===== src/rtl/pucl_pkg.sv =====
// Shared constants and types of the power-up strap configuration loader.
`default_nettype none
package pucl_pkg;
	// Four-level strap codes from the analog level detector.
	localparam logic [1:0] LV4_GND    = 2'h0;
	localparam logic [1:0] LV4_THIRD  = 2'h1;
	localparam logic [1:0] LV4_TWO3RD = 2'h2;
	localparam logic [1:0] LV4_FULL   = 2'h3;
	// Three-level strap codes; code 3 is treated as mid level.
	localparam logic [1:0] LV3_GND    = 2'h0;
	localparam logic [1:0] LV3_MID    = 2'h1;
	localparam logic [1:0] LV3_FULL   = 2'h2;
	// Management register map.
	localparam logic [4:0] MEDIA_MODE_CONFIG_ADDR = 5'h1e;
	localparam logic [15:0] MEDIA_MODE_CONFIG_RST = 16'h0000;
	localparam logic [15:0] MEDIA_MODE_CONFIG_WMASK = 16'hcffe;
	localparam int B_NO_HD_ADV  = 15;
	localparam int B_AN_DIS     = 14;
	localparam int B_PASS_OFF   = 11;
	localparam int B_NO_FD_ADV  = 10;
	localparam int B_SINGLE_SPD = 9;
	localparam int B_SEL_10M    = 8;
	localparam int B_FO_PECL    = 7;
	localparam int B_LONG_WL    = 6;
	localparam int B_SHORT_FO   = 5;
	localparam int B_LOW_CUR    = 4;
	localparam int B_TP_PECL    = 3;
	localparam int B_SHORT_TP   = 2;
	localparam int B_SCR_DIS    = 1;
	// Timing at a 100 MHz clock.
	localparam int CLK_KHZ        = 100000;
	localparam int LATCH_DELAY_NS = 2000;
	localparam int LATCH_CYC      = (LATCH_DELAY_NS * CLK_KHZ + 999999) / 1000000;
	localparam int LIW_ON_MS      = 425;
	localparam int LIW_PERIOD_MS  = 3800;
	localparam int LIW_ON_CYC     = LIW_ON_MS * CLK_KHZ;
	localparam int LIW_PERIOD_CYC = LIW_PERIOD_MS * CLK_KHZ;
	localparam int MDIO_PRE_BITS  = 32;
	localparam logic [1:0] MDIO_OP_RD = 2'h2;
	localparam logic [1:0] MDIO_OP_WR = 2'h1;
	typedef enum logic [2:0] {
		PUCL_FORCED_10,
		PUCL_FORCED_100,
		PUCL_NT_HALF,
		PUCL_NT_FULL,
		PUCL_TRANSPARENT
	} pucl_mode_t;
endpackage
`default_nettype wire


===== src/rtl/pucl_cfg_if.sv =====
// Decoded strap defaults passed from the decoder to the loader.
`default_nettype none
interface pucl_cfg_if;
	import pucl_pkg::*;
	logic [15:0] reg_dflt;
	logic [4:0]  phy_addr;
	logic        liw_en;
	pucl_mode_t  mode;
	modport dec (output reg_dflt, output phy_addr, output liw_en, output mode);
	modport ldr (input reg_dflt, input phy_addr, input liw_en, input mode);
endinterface
`default_nettype wire


===== src/rtl/pucl_strap_dec.sv =====
// Combinational decode of strap level codes into register defaults.
`default_nettype none
module pucl_strap_dec
	import pucl_pkg::*;
(
	input  wire logic [1:0] addr_low,
	input  wire logic [1:0] addr_mid,
	input  wire logic [1:0] addr_high,
	input  wire logic [1:0] copper_sel,
	input  wire logic [1:0] fiber_sel,
	input  wire logic [1:0] duplex,
	input  wire logic [1:0] speed,
	pucl_cfg_if.dec         cfg
);
	function automatic logic [1:0] addr_pair(input logic [1:0] c);
		case (c)
			LV4_GND:    addr_pair = 2'h0;
			LV4_THIRD:  addr_pair = 2'h2;
			LV4_TWO3RD: addr_pair = 2'h3;
			default:    addr_pair = 2'h1;
		endcase
	endfunction

	// An open three-level pin floats to mid; an unknown code folds there too.
	function automatic logic [1:0] lv3(input logic [1:0] c);
		lv3 = (c == LV3_GND || c == LV3_FULL) ? c : LV3_MID;
	endfunction

	logic [1:0] dpx;
	logic [1:0] spd;
	logic [15:0] d;

	always_comb begin
		dpx = lv3(duplex);
		spd = lv3(speed);
		d = MEDIA_MODE_CONFIG_RST;
		d[B_TP_PECL]    = (copper_sel == LV4_THIRD);
		d[B_SHORT_TP]   = (copper_sel == LV4_TWO3RD) || (copper_sel == LV4_FULL);
		d[B_LOW_CUR]    = (copper_sel == LV4_TWO3RD);
		d[B_FO_PECL]    = (fiber_sel == LV4_THIRD);
		d[B_SHORT_FO]   = (fiber_sel == LV4_FULL);
		d[B_LONG_WL]    = (fiber_sel == LV4_TWO3RD);
		d[B_PASS_OFF]   = (dpx != LV3_MID);
		d[B_NO_FD_ADV]  = (dpx == LV3_GND);
		d[B_NO_HD_ADV]  = 1'b0;
		d[B_AN_DIS]     = (spd != LV3_MID);
		d[B_SINGLE_SPD] = (spd != LV3_MID);
		d[B_SEL_10M]    = (spd == LV3_GND);
		d[B_SCR_DIS]    = 1'b0;
		cfg.reg_dflt = d;
		cfg.phy_addr = {addr_high[1], addr_pair(addr_mid), addr_pair(addr_low)};
		cfg.liw_en = (addr_high == LV4_THIRD) || (addr_high == LV4_TWO3RD);
		// Speed and duplex straps are weighed together for the start-up mode.
		if (spd == LV3_GND) begin
			cfg.mode = PUCL_FORCED_10;
		end else if (spd == LV3_FULL) begin
			cfg.mode = PUCL_FORCED_100;
		end else if (dpx == LV3_GND) begin
			cfg.mode = PUCL_NT_HALF;
		end else if (dpx == LV3_FULL) begin
			cfg.mode = PUCL_NT_FULL;
		end else begin
			cfg.mode = PUCL_TRANSPARENT;
		end
	end
endmodule
`default_nettype wire


===== src/rtl/pucl_mdio.sv =====
// Serial management slave serving the media mode register.
`default_nettype none
module pucl_mdio
	import pucl_pkg::*;
(
	input  wire logic        clk,
	input  wire logic        rst_n,
	input  wire logic        ce,
	input  wire logic        mdc_s,
	input  wire logic        mdio_s,
	input  wire logic        en,
	input  wire logic [4:0]  phy_addr,
	input  wire logic [15:0] rd_data,
	output logic             mdio_o,
	output logic             mdio_oe,
	output logic             wr_en,
	output logic [15:0]      wr_data
);
	typedef enum logic [2:0] {M_PRE, M_ST, M_HDR, M_TA, M_DAT} pucl_mst_t;

	pucl_mst_t   st_r, st_nxt;
	logic [5:0]  pre_r, pre_nxt;
	logic [4:0]  cnt_r, cnt_nxt;
	logic [15:0] sh_r, sh_nxt;
	logic [1:0]  op_r, op_nxt;
	logic        hit_r, hit_nxt;
	logic        rd_r, rd_nxt;
	logic [16:0] osh_r, osh_nxt;
	logic [4:0]  fcnt_r, fcnt_nxt;
	logic        o_nxt, oe_nxt, we_nxt;
	logic [15:0] wd_nxt;
	logic        mdc_d_r;
	logic        rise, fall;

	assign rise = mdc_s & ~mdc_d_r;
	assign fall = ~mdc_s & mdc_d_r;

	always_comb begin
		st_nxt = st_r;
		pre_nxt = pre_r;
		cnt_nxt = cnt_r;
		sh_nxt = sh_r;
		op_nxt = op_r;
		hit_nxt = hit_r;
		rd_nxt = rd_r;
		osh_nxt = osh_r;
		fcnt_nxt = fcnt_r;
		o_nxt = mdio_o;
		oe_nxt = mdio_oe;
		we_nxt = 1'b0;
		wd_nxt = wr_data;
		if (rise) begin
			case (st_r)
				M_PRE: begin
					if (mdio_s) begin
						pre_nxt = (pre_r == 6'(MDIO_PRE_BITS)) ? pre_r : pre_r + 6'h01;
					end else if (pre_r == 6'(MDIO_PRE_BITS)) begin
						st_nxt = M_ST;
					end else begin
						pre_nxt = 6'h00;
					end
				end
				M_ST: begin
					st_nxt = mdio_s ? M_HDR : M_PRE;
					pre_nxt = 6'h00;
					cnt_nxt = 5'h00;
				end
				M_HDR: begin
					sh_nxt = {sh_r[14:0], mdio_s};
					cnt_nxt = cnt_r + 5'h01;
					if (cnt_r == 5'd11) begin
						// Frames for another address are followed silently.
						op_nxt = sh_r[10:9];
						hit_nxt = en && (sh_r[8:4] == phy_addr)
							&& (sh_r[10:9] == MDIO_OP_RD || sh_r[10:9] == MDIO_OP_WR);
						st_nxt = M_TA;
						cnt_nxt = 5'h00;
					end
				end
				M_TA: begin
					cnt_nxt = cnt_r + 5'h01;
					// The register field is only whole now; data shifts it out later.
					if (cnt_r == 5'h00 && op_r == MDIO_OP_WR) begin
						hit_nxt = hit_r && (sh_r[4:0] == MEDIA_MODE_CONFIG_ADDR);
					end
					if (cnt_r == 5'h00 && hit_r && op_r == MDIO_OP_RD) begin
						rd_nxt = 1'b1;
						fcnt_nxt = 5'h00;
						osh_nxt = {1'b0, (sh_r[4:0] == MEDIA_MODE_CONFIG_ADDR) ? rd_data : 16'h0000};
					end
					if (cnt_r == 5'h01) begin
						st_nxt = M_DAT;
						cnt_nxt = 5'h00;
					end
				end
				M_DAT: begin
					sh_nxt = {sh_r[14:0], mdio_s};
					cnt_nxt = cnt_r + 5'h01;
					if (cnt_r == 5'd15) begin
						st_nxt = M_PRE;
						we_nxt = hit_r && op_r == MDIO_OP_WR;
						wd_nxt = {sh_r[14:0], mdio_s};
					end
				end
				default: st_nxt = M_PRE;
			endcase
		end
		// Read data leaves on falling edges so the station samples it on rising ones.
		if (fall && rd_r) begin
			if (fcnt_r == 5'd17) begin
				rd_nxt = 1'b0;
				oe_nxt = 1'b0;
				o_nxt = 1'b0;
			end else begin
				oe_nxt = 1'b1;
				o_nxt = osh_r[16];
				osh_nxt = {osh_r[15:0], 1'b0};
				fcnt_nxt = fcnt_r + 5'h01;
			end
		end
	end

	always_ff @(posedge clk or negedge rst_n) begin
		if (!rst_n) begin
			st_r <= M_PRE;
			pre_r <= 6'h00;
			cnt_r <= 5'h00;
			sh_r <= 16'h0000;
			op_r <= 2'h0;
			hit_r <= 1'b0;
			rd_r <= 1'b0;
			osh_r <= 17'h00000;
			fcnt_r <= 5'h00;
			mdio_o <= 1'b0;
			mdio_oe <= 1'b0;
			wr_en <= 1'b0;
			wr_data <= 16'h0000;
			mdc_d_r <= 1'b0;
		end else if (ce) begin
			st_r <= st_nxt;
			pre_r <= pre_nxt;
			cnt_r <= cnt_nxt;
			sh_r <= sh_nxt;
			op_r <= op_nxt;
			hit_r <= hit_nxt;
			rd_r <= rd_nxt;
			osh_r <= osh_nxt;
			fcnt_r <= fcnt_nxt;
			mdio_o <= o_nxt;
			mdio_oe <= oe_nxt;
			wr_en <= we_nxt;
			wr_data <= wd_nxt;
			mdc_d_r <= mdc_s;
		end
	end
endmodule
`default_nettype wire


===== src/rtl/pucl_top.sv =====
// Power-up strap configuration loader: strap capture, media register, warning timer.
`default_nettype none
module pucl_top
	import pucl_pkg::*;
#(
	parameter int unsigned LATCH_CYC_P      = LATCH_CYC,
	parameter int unsigned LIW_ON_CYC_P     = LIW_ON_CYC,
	parameter int unsigned LIW_PERIOD_CYC_P = LIW_PERIOD_CYC
) (
	input  wire logic       clk,
	input  wire logic       rst_n,
	input  wire logic       ce,
	input  wire logic [1:0] phy_addr_low_strap,
	input  wire logic [1:0] phy_addr_mid_strap,
	input  wire logic [1:0] phy_addr_high_warn_strap,
	input  wire logic [1:0] copper_if_select_strap,
	input  wire logic [1:0] fiber_if_select_strap,
	input  wire logic [1:0] duplex_strap,
	input  wire logic [1:0] speed_strap,
	input  wire logic       mdc,
	input  wire logic       mdio_i,
	output logic            mdio_o,
	output logic            mdio_oe,
	input  wire logic       copper_link_up,
	input  wire logic       fiber_link_up,
	output logic            cfg_done,
	output logic [4:0]      phy_address,
	output logic            link_integrity_warning,
	output logic [15:0]     media_mode_config,
	output logic [2:0]      op_mode,
	output logic            scrambler_en,
	output logic            rx_eq_bypass,
	output logic            sd_thresh_raise,
	output logic            copper_tx_blank,
	output logic            fiber_tx_blank
);
	localparam int NSTRAP = 7;

	// Pin synchronisers: every strap and the management pins pass two flops.
	logic [2*NSTRAP-1:0] strap_raw;
	logic [2*NSTRAP-1:0] strap_m_r;
	logic [2*NSTRAP-1:0] strap_s_r;
	logic [1:0]          mgmt_m_r;
	logic [1:0]          mgmt_s_r;

	assign strap_raw = {speed_strap, duplex_strap, fiber_if_select_strap,
		copper_if_select_strap, phy_addr_high_warn_strap, phy_addr_mid_strap,
		phy_addr_low_strap};

	always_ff @(posedge clk or negedge rst_n) begin
		if (!rst_n) begin
			strap_m_r <= '0;
			strap_s_r <= '0;
			mgmt_m_r <= 2'h0;
			mgmt_s_r <= 2'h0;
		end else if (ce) begin
			strap_m_r <= strap_raw;
			strap_s_r <= strap_m_r;
			mgmt_m_r <= {mdc, mdio_i};
			mgmt_s_r <= mgmt_m_r;
		end
	end

	// Strap decoding.
	pucl_cfg_if cfg ();
	logic [1:0] code [NSTRAP];

	genvar gi;
	generate
		for (gi = 0; gi < NSTRAP; gi++) begin : g_code
			assign code[gi] = strap_s_r[2*gi +: 2];
		end
	endgenerate

	pucl_strap_dec u_dec (
		.addr_low   (code[0]),
		.addr_mid   (code[1]),
		.addr_high  (code[2]),
		.copper_sel (code[3]),
		.fiber_sel  (code[4]),
		.duplex     (code[5]),
		.speed      (code[6]),
		.cfg        (cfg.dec)
	);

	// Capture timer: the straps are sampled once, the delay after reset release
	// letting board pull-ups settle, and never again until the next reset.
	localparam int LW = $clog2(LATCH_CYC_P + 1);
	logic [LW-1:0] lcnt_r, lcnt_nxt;
	logic          done_nxt;
	logic          load;

	assign load = !cfg_done && (lcnt_r == LW'(LATCH_CYC_P));

	always_comb begin
		lcnt_nxt = lcnt_r;
		done_nxt = cfg_done;
		if (load) begin
			done_nxt = 1'b1;
		end else if (!cfg_done) begin
			lcnt_nxt = lcnt_r + LW'(1);
		end
	end

	always_ff @(posedge clk or negedge rst_n) begin
		if (!rst_n) begin
			lcnt_r <= '0;
			cfg_done <= 1'b0;
		end else if (ce) begin
			lcnt_r <= lcnt_nxt;
			cfg_done <= done_nxt;
		end
	end

	// Held strap results; all codes are taken on the single load cycle.
	logic [4:0]  addr_nxt;
	logic        liw_nxt;
	logic [2:0]  mode_nxt;
	logic [15:0] reg_nxt;
	logic        wr_en;
	logic [15:0] wr_data;

	always_comb begin
		addr_nxt = phy_address;
		liw_nxt = link_integrity_warning;
		mode_nxt = op_mode;
		reg_nxt = media_mode_config;
		if (load) begin
			addr_nxt = cfg.phy_addr;
			liw_nxt = cfg.liw_en;
			mode_nxt = 3'(cfg.mode);
			reg_nxt = cfg.reg_dflt;
		end
		// A write landing on the load cycle is the later intent and wins.
		if (wr_en) begin
			reg_nxt = wr_data & MEDIA_MODE_CONFIG_WMASK;
		end
	end

	always_ff @(posedge clk or negedge rst_n) begin
		if (!rst_n) begin
			phy_address <= 5'h00;
			link_integrity_warning <= 1'b0;
			op_mode <= 3'h0;
			media_mode_config <= MEDIA_MODE_CONFIG_RST;
		end else if (ce) begin
			phy_address <= addr_nxt;
			link_integrity_warning <= liw_nxt;
			op_mode <= mode_nxt;
			media_mode_config <= reg_nxt;
		end
	end

	// Management slave; it stays deaf until its address is known.
	pucl_mdio u_mdio (
		.clk      (clk),
		.rst_n    (rst_n),
		.ce       (ce),
		.mdc_s    (mgmt_s_r[1]),
		.mdio_s   (mgmt_s_r[0]),
		.en       (cfg_done),
		.phy_addr (phy_address),
		.rd_data  (media_mode_config),
		.mdio_o   (mdio_o),
		.mdio_oe  (mdio_oe),
		.wr_en    (wr_en),
		.wr_data  (wr_data)
	);

	// Media controls follow the live register, so management retuning takes effect.
	logic tp_sel;
	logic qu_sel;
	logic scr_nxt;
	logic eqb_nxt;
	logic sdr_nxt;

	assign tp_sel = ~media_mode_config[B_TP_PECL];
	assign qu_sel = ~media_mode_config[B_FO_PECL];

	always_comb begin
		scr_nxt = cfg_done && tp_sel && !media_mode_config[B_SCR_DIS];
		// Ten-meter reach is short reach at standard drive current.
		eqb_nxt = cfg_done && tp_sel && media_mode_config[B_SHORT_TP]
			&& !media_mode_config[B_LOW_CUR];
		sdr_nxt = cfg_done && qu_sel && media_mode_config[B_SHORT_FO];
	end

	always_ff @(posedge clk or negedge rst_n) begin
		if (!rst_n) begin
			scrambler_en <= 1'b0;
			rx_eq_bypass <= 1'b0;
			sd_thresh_raise <= 1'b0;
		end else if (ce) begin
			scrambler_en <= scr_nxt;
			rx_eq_bypass <= eqb_nxt;
			sd_thresh_raise <= sdr_nxt;
		end
	end

	// Link warning timer: a period counter, cleared while the warning is inactive, whose first part is the blank window.
	logic [31:0] pcnt_r, pcnt_nxt;
	logic        liw_act;
	logic        win;
	logic        cu_blank_nxt;
	logic        fo_blank_nxt;

	assign liw_act = cfg_done && link_integrity_warning
		&& media_mode_config[B_SINGLE_SPD];
	assign win = (pcnt_r < LIW_ON_CYC_P);

	always_comb begin
		pcnt_nxt = 32'h00000000;
		if (liw_act) begin
			pcnt_nxt = (pcnt_r == LIW_PERIOD_CYC_P - 1) ? 32'h00000000 : pcnt_r + 32'h00000001;
		end
		// With both links down there is nothing to pass, so both stay off.
		cu_blank_nxt = liw_act && !copper_link_up && (win || !fiber_link_up);
		fo_blank_nxt = liw_act && !fiber_link_up && (win || !copper_link_up);
	end

	always_ff @(posedge clk or negedge rst_n) begin
		if (!rst_n) begin
			pcnt_r <= 32'h00000000;
			copper_tx_blank <= 1'b0;
			fiber_tx_blank <= 1'b0;
		end else if (ce) begin
			pcnt_r <= pcnt_nxt;
			copper_tx_blank <= cu_blank_nxt;
			fiber_tx_blank <= fo_blank_nxt;
		end
	end
endmodule
`default_nettype wire


===== config.mk =====
export PLATFORM = sky130hd
export DESIGN_NAME = pucl_top
export DESIGN_NICKNAME = d
export VERILOG_FILES = /design/src/rtl/pucl_pkg.sv /design/src/rtl/pucl_cfg_if.sv /design/src/rtl/pucl_strap_dec.sv /design/src/rtl/pucl_mdio.sv /design/src/rtl/pucl_top.sv
export SDC_FILE = /design/constraint.sdc
export NUM_CORES = 1
export LEC_CHECK = 0
export BUFFER_PORTS_ARGS = -buffer_cell sky130_fd_sc_hd__clkbuf_2
export CORE_ASPECT_RATIO = 1.5
export CORE_MARGIN = 4
export CORE_UTILIZATION = 23
export DETAILED_ROUTE_END_ITERATION = 16
export HOLD_SLACK_MARGIN = 0.15
export PLACE_DENSITY = 0.33
export SLEW_MARGIN = 0
export SYNTH_ARGS = -nofsm -noshare
export SYNTH_HDL_FRONTEND = slang
export SYNTH_HIERARCHICAL = 1
export SYNTH_SLANG_ARGS = --single-unit

===== constraint.sdc =====
create_clock -name clk -period 4.77 [get_ports clk]
set_clock_uncertainty 0.05 [all_clocks]
set_input_delay 0.954 -clock clk [delete_from_list [all_inputs] [get_ports clk]]
set_output_delay 0.954 -clock clk [all_outputs]
set_load 0.03 [all_outputs]

* Word-level counts from Yosys, hierarchy flattened
Cells that the tools add are included.
** Operators by class
- Add/sub/neg operators :: 5
- Order comparisons :: 1
- Equality and inequality tests :: 42
- Muxes and demuxes :: 50
- Bitwise gates (word level) :: 8
- Reductions and logical operators :: 57
** Operators with widths (count)
- $mux 17 :: 5
- $mux 32 :: 2
- $mux 16 :: 3
- $mux 5 :: 7
- $add 32x1->32 const B :: 1
- $eq 32x29->1 const B :: 1
- $lt 32x26->1 const B :: 1
- $mux 3 :: 9
- $eq 2x2->1 const B :: 13
- $logic_and 1x1->1 :: 21
- $pmux 5 s4 :: 1
- $mux 6 :: 3
- $pmux 3 s5 :: 1
- $eq 2x1->1 const B :: 7
- $ne 2x1->1 const B :: 7
- $logic_not 2->1 :: 6
- $mux 1 :: 12
- $pmux 2 s3 :: 2
- $pmux 6 s2 :: 1
- $reduce_and 4->1 :: 3
- $add 5x1->5 const B :: 2
- $eq 5x4->1 const B :: 2
- $eq 5x5->1 const B :: 2
- $reduce_and 3->1 :: 3
- other kinds (24) :: 48
** Storage, ports and cells
- Register bits after elaboration :: 178
- Bits of input ports :: 21
- Output and inout port bits :: 33

* Logic depth before layout (Yosys ltp)
Gate-level depths: netlist of the first run.
- Word-level depth :: 8
- Gate-level depth with buffers :: 8
- Depth with buffers taken out :: 7

* Cells and area by module
The synthesis of the first run kept the hierarchy.
** Modules (own cells, without submodules)
- pucl_top :: instances 1, cells an instance 403, area each 4685.7 um2, sequential area each 2577.5 um2
- pucl_mdio :: instances 1, cells an instance 335, area each 3702.3 um2, sequential area each 1876.8 um2
- pucl_strap_dec :: instances 1, cells an instance 33, area each 215.2 um2, sequential area each 0.0 um2

* Worst setup path after synthesis of the first run
Ideal clock, no wire load.
- Kind :: input port to flip-flop
- Start :: in ce
- End :: reg u_mdio.osh_r[10]
- Library setup time :: 0.126 ns
- Arrival time :: 2.350 ns
- Setup slack :: 2.244 ns
- Cell stages on the path :: 6
- Path buffers :: 2
- Cell sequence :: clkbuf_1 > nand4b_1 > nor2_1 > a31oi_1 > clkbuf_1 > a221o_1
** RTL lines
- start: declaration :: RTL line pucl_top.sv:12 : input wire logic ce,
- end signal: assignment :: RTL line pucl_mdio.sv:147 : osh_r <= osh_nxt;
- end: declaration :: RTL line pucl_mdio.sv:28 : logic [16:0] osh_r, osh_nxt;

* Worst setup path in the final report of the first run
- Start :: reg pcnt_r[0]
- End :: reg pcnt_r[5]
** Between the ends
- Cells in the longest elaborated chain, start to end :: 3
- Elaborated cells between the ends (all ways) :: 4
- Classes of those cells :: add/sub: 1; eq/ne: 1; mux: 2
** RTL lines
- start: declaration :: RTL line pucl_top.sv:201 : logic [31:0] pcnt_r, pcnt_nxt;
- start signal: assignment :: RTL line pucl_top.sv:227 : pcnt_r <= pcnt_nxt;
- $add 32x1->32 / $eq 32x29->1 (equally long branches) :: RTL line pucl_top.sv:214 : pcnt_nxt = (pcnt_r == LIW_PERIOD_CYC_P - 1) ? 32'h00000000 : pcnt_r + 32'h00000001;
- $mux 32 (*) :: RTL line pucl_top.sv:214
- $mux 32 (*) :: RTL line pucl_top.sv:213 : if (liw_act) begin
Mark *: on every way between the ends. The rest lies on a longest branch, timed or not.
A chain may end at the register's enable or synchronous reset.

==> results of run 1 <==
==> area by class of cell <==
class | instances | area (um2)
tap | 484 | 606
fill | 3905 | 26700
inverter | 28 | 105
multi-input combinational | 525 | 3820
timing repair buffer | 65 | 367
sequential | 175 | 4380
clock buffer | 18 | 439
clock inverter | 14 | 156
==> power groups by stage <==
stage               clock, W  combinational, W  sequential [W]
floorplan                  0          0.000479         0.00191
global placement           0          0.000677         0.00198
detailed placement         0          0.000682         0.00198
CTS                  0.00150          0.000684         0.00195
global route         0.00156          0.000763         0.00199
finish               0.00144          0.000663         0.00194
==> registers in the layout, summed over array words and instances, names as in the netlist, 2 cells and up <==
register and count:
lcnt_r 8, media_mode_config 16, mgmt_m_r 2, mgmt_s_r 2
op_mode 3, pcnt_r 32, phy_address 5, strap_m_r 14
strap_s_r 14, u_mdio/cnt_r 5, u_mdio/fcnt_r 5, u_mdio/op_r 2
u_mdio/osh_r 17, u_mdio/pre_r 6, u_mdio/sh_r 15, u_mdio/st_r 3
u_mdio/wr_data 13
==> stage by stage <==
step	hold slack [ns]	area, um2
floorplan	0.391	8510
global placement	0.413	9280
detailed placement	0.410	9280
CTS	0.426	9880
global route	0.438	9880
finish	0.423	9880
==> placed cells by master, fill, tap and decap left out, drive strengths merged, types with 5 or more instances in the layout <==
master / n
nand3b: 5
xor2: 29
o22ai: 10
o21ai: 42
nor3: 8
nor4: 17
nand2b: 11
xnor2: 11
and4: 5
inv: 31
clkinv: 6
ha: 15
or2: 6
conb: 5
a21oi: 24
dfrtp: 175
nand2: 49
nor2: 44
and3: 12
a22o: 6
nor2b: 12
mux2i: 20
nand4: 25
buf: 13
nand3: 24
clkbuf: 70
mux2: 75
a221o: 10
==> worst paths after layout <==
check | slack [ns] | to | startpoint | cells past startpoint
setup / recovery | 1.96 | pcnt_r[5] | pcnt_r[0] | 6
min in group asynchronous | 0.54 | pcnt_r[13] | rst_n | 1
hold reg to reg | 0.42 | lcnt_r[7] | lcnt_r[7] | 1
max in group asynchronous | 3.15 | lcnt_r[1] | rst_n | 2
hold / removal | 0.42 | lcnt_r[7] | lcnt_r[7] | 1
setup reg to reg | 1.96 | pcnt_r[5] | pcnt_r[0] | 6
==> per-layer routing <==
layer | vias up | global-route usage (%) | routed length (um)
li1 | 2843 | - | -
met1 | 2914 | 14.8 | 9940
met4 | 0 | 3.89 | 446
met2 | 91 | 21.2 | 12300
met3 | 21 | 2.61 | 638
met5 | - | 0 | 0
==> flow_summary.json, run 1 <==
{
  "irDropWorstVdd_mv": 0.151,
  "dr.pass1.iters": 7,
  "crit_arrival_ns": 3.05,
  "powerDensity_nw_per_um2": 410,
  "dp_hpwl_um": 16600,
  "endpoint_kind": "flip-flop",
  "critical_path_required_ns": 5.01,
  "areaGrowthSynthToFinish_pct": 16.3,
  "cts.clk_slew.worst_paths_ns": 0.07,
  "vias_per_cell": 4.48,
  "maxCapViolCount": 0,
  "power_w": 0.00405,
  "setup_violations": 0,
  "rows": 86,
  "slew_viol_final": 0,
  "yosys_warnings": 6,
  "numClockSinks": 175,
  "cts-resized-gates": 0,
  "cts_root_buffer": "clkbuf_16",
  "die_area_um2": 40100,
  "path_delay_family": "simple AND/OR/NAND/NOR gates",
  "hold_viol_final": 0,
  "fmax_mhz": 355,
  "core_um2": 36600,
  "worst-path-buf-inv": 0,
  "tightest_slew_ns": 1.11,
  "p_leak_nw": 4.29,
  "port_buffers": 53,
  "drc_errors": 0,
  "antenna_found_initial": 0,
  "crit_chain": "ha_1 > nand4_1 > or4_4 > o21ai_4 > and2_1 > o21ai_0",
  "cts_tree": "done",
  "crit_path_start_kind": "flip-flop",
  "power_frac_comb_pct": 16.4,
  "syn_area_um2": 8490,
  "overflow": 0,
  "syn_inst": 765,
  "status": "finished clean",
  "tns_ns": 0,
  "grt_pass1_vias": 6090,
  "dieWidth_um": 165,
  "layout-drive-gt1-share_pct": 23.4,
  "wl_um": 23300,
  "fin_cells": 1309,
  "critPathMaxStageDelay_ns": 0.84,
  "syn_avg_cell_area_um2": 11.1,
  "dpl.cell_count": 1277,
  "grt_setup_unrepaired": "false",
  "antenna_left": 0,
  "grt_start_max_net_pins": 97,
  "fin_crit_sh_pct": 59.0,
  "cts_buffers": 17,
  "power_frac_clock_pct": 35.6,
  "worstPathMaxFanout": 26,
  "max_slew_margin_pct": 25.5,
  "worstSetupPathType": "reg2reg",
  "die-height_um": 243,
  "internal-power_w": 0.00279,
  "p_sw_share_pct": 31.1,
  "num_vias": 5869,
  "routabilityCongestion": 0.732,
  "start_util_pct": 23.2,
  "cts_setup_buffers": 0,
  "post_drt_wl_per_cell_um": 17.8,
  "h-tree-depth": 4,
  "clockBufferDepth": 2,
  "grt_first_pass_wirelength_um": 37400,
  "n_antenna_cell": 0,
  "drtIter0Drc": 313,
  "ctsHoldBuffers": 0,
  "post-place-ws_ns": 1.82,
  "ioPinCount": 54,
  "nNetsFinal": 848,
  "finalWorstSetupSlack_ns": 1.96,
  "clock_latency_ns": 0.45,
  "hp-class": "reg2reg",
  "slowest_stage": "and2_1",
  "seqPwrFrac_pct": 48.0,
  "fin_util_pct": 27.0,
  "finalCriticalPeriod_ns": 2.81,
  "grt_usage_pct": 12.1,
  "net-switching-power_w": 0.00126
}
Note: power is estimated with default switching activity, not from simulation.
==> run 2: changes to the inputs <==
--- a/config.mk
+++ b/config.mk
@@ -11,7 +11,7 @@
 export CORE_UTILIZATION = 23
 export DETAILED_ROUTE_END_ITERATION = 16
 export HOLD_SLACK_MARGIN = 0.15
-export PLACE_DENSITY = 0.33
+export PLACE_DENSITY = 0.35
 export SLEW_MARGIN = 0
 export SYNTH_ARGS = -nofsm -noshare
 export SYNTH_HDL_FRONTEND = slang
==> constraint.sdc (replaced) <==
create_clock -name clk -period 2.34 [get_ports clk]
set_clock_uncertainty 0.05 [all_clocks]
set_input_delay 0.468 -clock clk [delete_from_list [all_inputs] [get_ports clk]]
set_output_delay 0.468 -clock clk [all_outputs]
set_load 0.03 [all_outputs]
==> run 2 against run 1 <==
  * Sequential share of layout area shrank 1.5 points
  * Count of clock-buffer cells in the layout up 1
  * Highest routed layer unchanged
  * Wire length fell by 0.91%
  * Combinational power increased by 120%
  * Largest power group unchanged
  * Register-to-register slack worse by 1.7 ns
  * Fmax grew 33%
  * Critical path type unchanged
  * Critical endpoint is now pcnt_r[4]
  * Sequential power grew 100%
  * Worst setup slack got worse by 1.7 ns
  * Final area increased by 3.5%
==> flow_summary.json, run 2 (same netlist as run 1, synthesis figures left out) <==
{
  "grt_setup_unrepaired": "false",
  "antenna_left": 0,
  "p_sw_share_pct": 30.6,
  "placed_cell_area_um2": 9610,
  "grt_first_pass_wirelength_um": 36500,
  "hp-class": "in2reg",
  "num_vias": 5961,
  "post_drt_wl_per_cell_um": 17.1,
  "final_common_cell": "dfrtp_1",
  "net-switching-power_w": 0.00252,
  "endpoint_kind": "flip-flop",
  "tns_ns": 0,
  "fin_area_um2": 10200,
  "setup_violations": 0,
  "slowest_stage": "or4_4",
  "cts.clk_slew.worst_paths_ns": 0.07,
  "cts-resized-gates": 0,
  "power_frac_comb_pct": 17.6,
  "fin_cells": 1350,
  "finalCriticalPeriod_ns": 2.12,
  "dr.pass1.iters": 4,
  "start_util_pct": 23.2,
  "clockBufferDepth": 2,
  "worstSetupPathType": "reg2reg",
  "cts_root_buffer": "clkbuf_16",
  "h-tree-depth": 4,
  "dp_hpwl_um": 16800,
  "grt_start_max_net_pins": 43,
  "internal-power_w": 0.00573,
  "tightest_slew_ns": 0.638,
  "drc_errors": 0,
  "power_w": 0.00825,
  "critPathMaxStageDelay_ns": 0.54,
  "fin_crit_sh_pct": 90.5,
  "numClockSinks": 175,
  "crit_arrival_ns": 2.40,
  "p_leak_nw": 4.50,
  "hold_viol_final": 0,
  "cts_buffers": 17,
  "path_delay_family": "simple AND/OR/NAND/NOR gates",
  "wl_um": 23100,
  "ioPinCount": 54,
  "dpl.cell_count": 1316,
  "mostFrequentLayoutCells": "175 x dfrtp_1, 75 x mux2_2, 51 x clkbuf_2, 49 x nand2_1, 49 x buf_4",
  "clock_latency_ns": 0.44,
  "antenna_found_initial": 0,
  "seqPwrFrac_pct": 47.6,
  "max_slew_margin_pct": 57.4,
  "power_frac_clock_pct": 34.8,
  "drtIter0Drc": 258,
  "dieWidth_um": 165,
  "crit_path_start_kind": "flip-flop",
  "critical_path_required_ns": 2.62,
  "areaGrowthSynthToFinish_pct": 20.3,
  "nNetsFinal": 890,
  "fmax_mhz": 472,
  "overflow": 0,
  "maxCapViolCount": 0,
  "layout-drive-gt1-share_pct": 26.6,
  "rows": 86,
  "port_buffers": 53,
  "top_regs": "pcnt_r: 32 flops, u_mdio/osh_r: 17 flops, media_mode_config: 16 flops",
  "slew_viol_final": 0,
  "worstPathMaxFanout": 15,
  "die-height_um": 243,
  "status": "finished clean",
  "grt_pass1_vias": 6240,
  "n_antenna_cell": 0,
  "grt_usage_pct": 11.9,
  "max_flop_register": "pcnt_r",
  "worst-path-buf-inv": 1,
  "vias_per_cell": 4.42,
  "powerDensity_nw_per_um2": 808,
  "core_um2": 36600,
  "die_area_um2": 40100,
  "routabilityCongestion": 0.742,
  "crit_chain": "ha_1 > nand4_1 > or4_4 > o21ai_4 > and2_1 > buf_4 > nor2_1",
  "irDropWorstVdd_mv": 0.348,
  "largest_reg_flops": 32,
  "cts_tree": "done",
  "cts_setup_buffers": 0
}
run 2: cell types whose count changed in the layout (fill, tap and decap cells not counted), sizes merged:
cell	change
dlygate4sd3	+3
inv	-2
buf	+39
clkbuf	+1
run 2: through the flow:
stage | util [%] | worst slack [ns] | hold WS (ns)
floorplan | - | 0.300 | 0.122
global placement | 26.3 | 0.243 | 0.397
detailed placement | 26.3 | 0.218 | 0.391
CTS | 27.9 | 0.203 | 0.169
global route | 27.9 | 0.0775 | 0.178
finish | 27.9 | 0.223 | 0.199
run 2: what timing repair did:
item,4_1_cts,5_1_grt
hold buffers,3,0
endpoints found under the setup margin,0,0
hold endpoints to repair,40,0
run 2: worst paths after layout:
kind	startpoint	slack, ns	cells after the start	end
hold reg to reg	lcnt_r[7]	0.42	1	lcnt_r[7]
hold / removal	fiber_if_select_strap[1]	0.20	2	strap_m_r[9]
setup / recovery	pcnt_r[0]	0.22	7	pcnt_r[4]
max in group asynchronous	rst_n	1.15	3	strap_s_r[13]
setup reg to reg	pcnt_r[0]	0.22	7	pcnt_r[4]
min in group asynchronous	rst_n	0.46	2	pcnt_r[28]
run 2: power groups by stage:
| stage | sequential [W] | clock [W] | combinational [W] |
|---|---|---|---|
| 2_1_floorplan | 0.00389 | 0 | 0.000977 |
| 3_5_place_dp | 0.00399 | 0 | 0.00148 |
| 5_1_grt | 0.00400 | 0.00311 | 0.00163 |
| 6_report | 0.00393 | 0.00287 | 0.00145 |
| 3_3_place_gp | 0.00400 | 0 | 0.00147 |
| 4_1_cts | 0.00394 | 0.00302 | 0.00149 |
run 2: routing by layer:
metal	track usage [%]	vias to the layer above	routed length (um)
met5	0	-	0
met4	4.28	0	463
met3	2.15	22	451
met2	20.7	72	11900
met1	14.6	2951	10200
li1	-	2916	-
run 2: area by class of cell:
type                            instances  area, um2
Fill cell                            3887      26400
Sequential cell                       175       4380
Multi-Input combinational cell        525       3820
Timing Repair Buffer                  107        727
Tap cell                              484        606
Clock buffer                           19        443
Clock inverter                         12        136
Inverter                               28        105
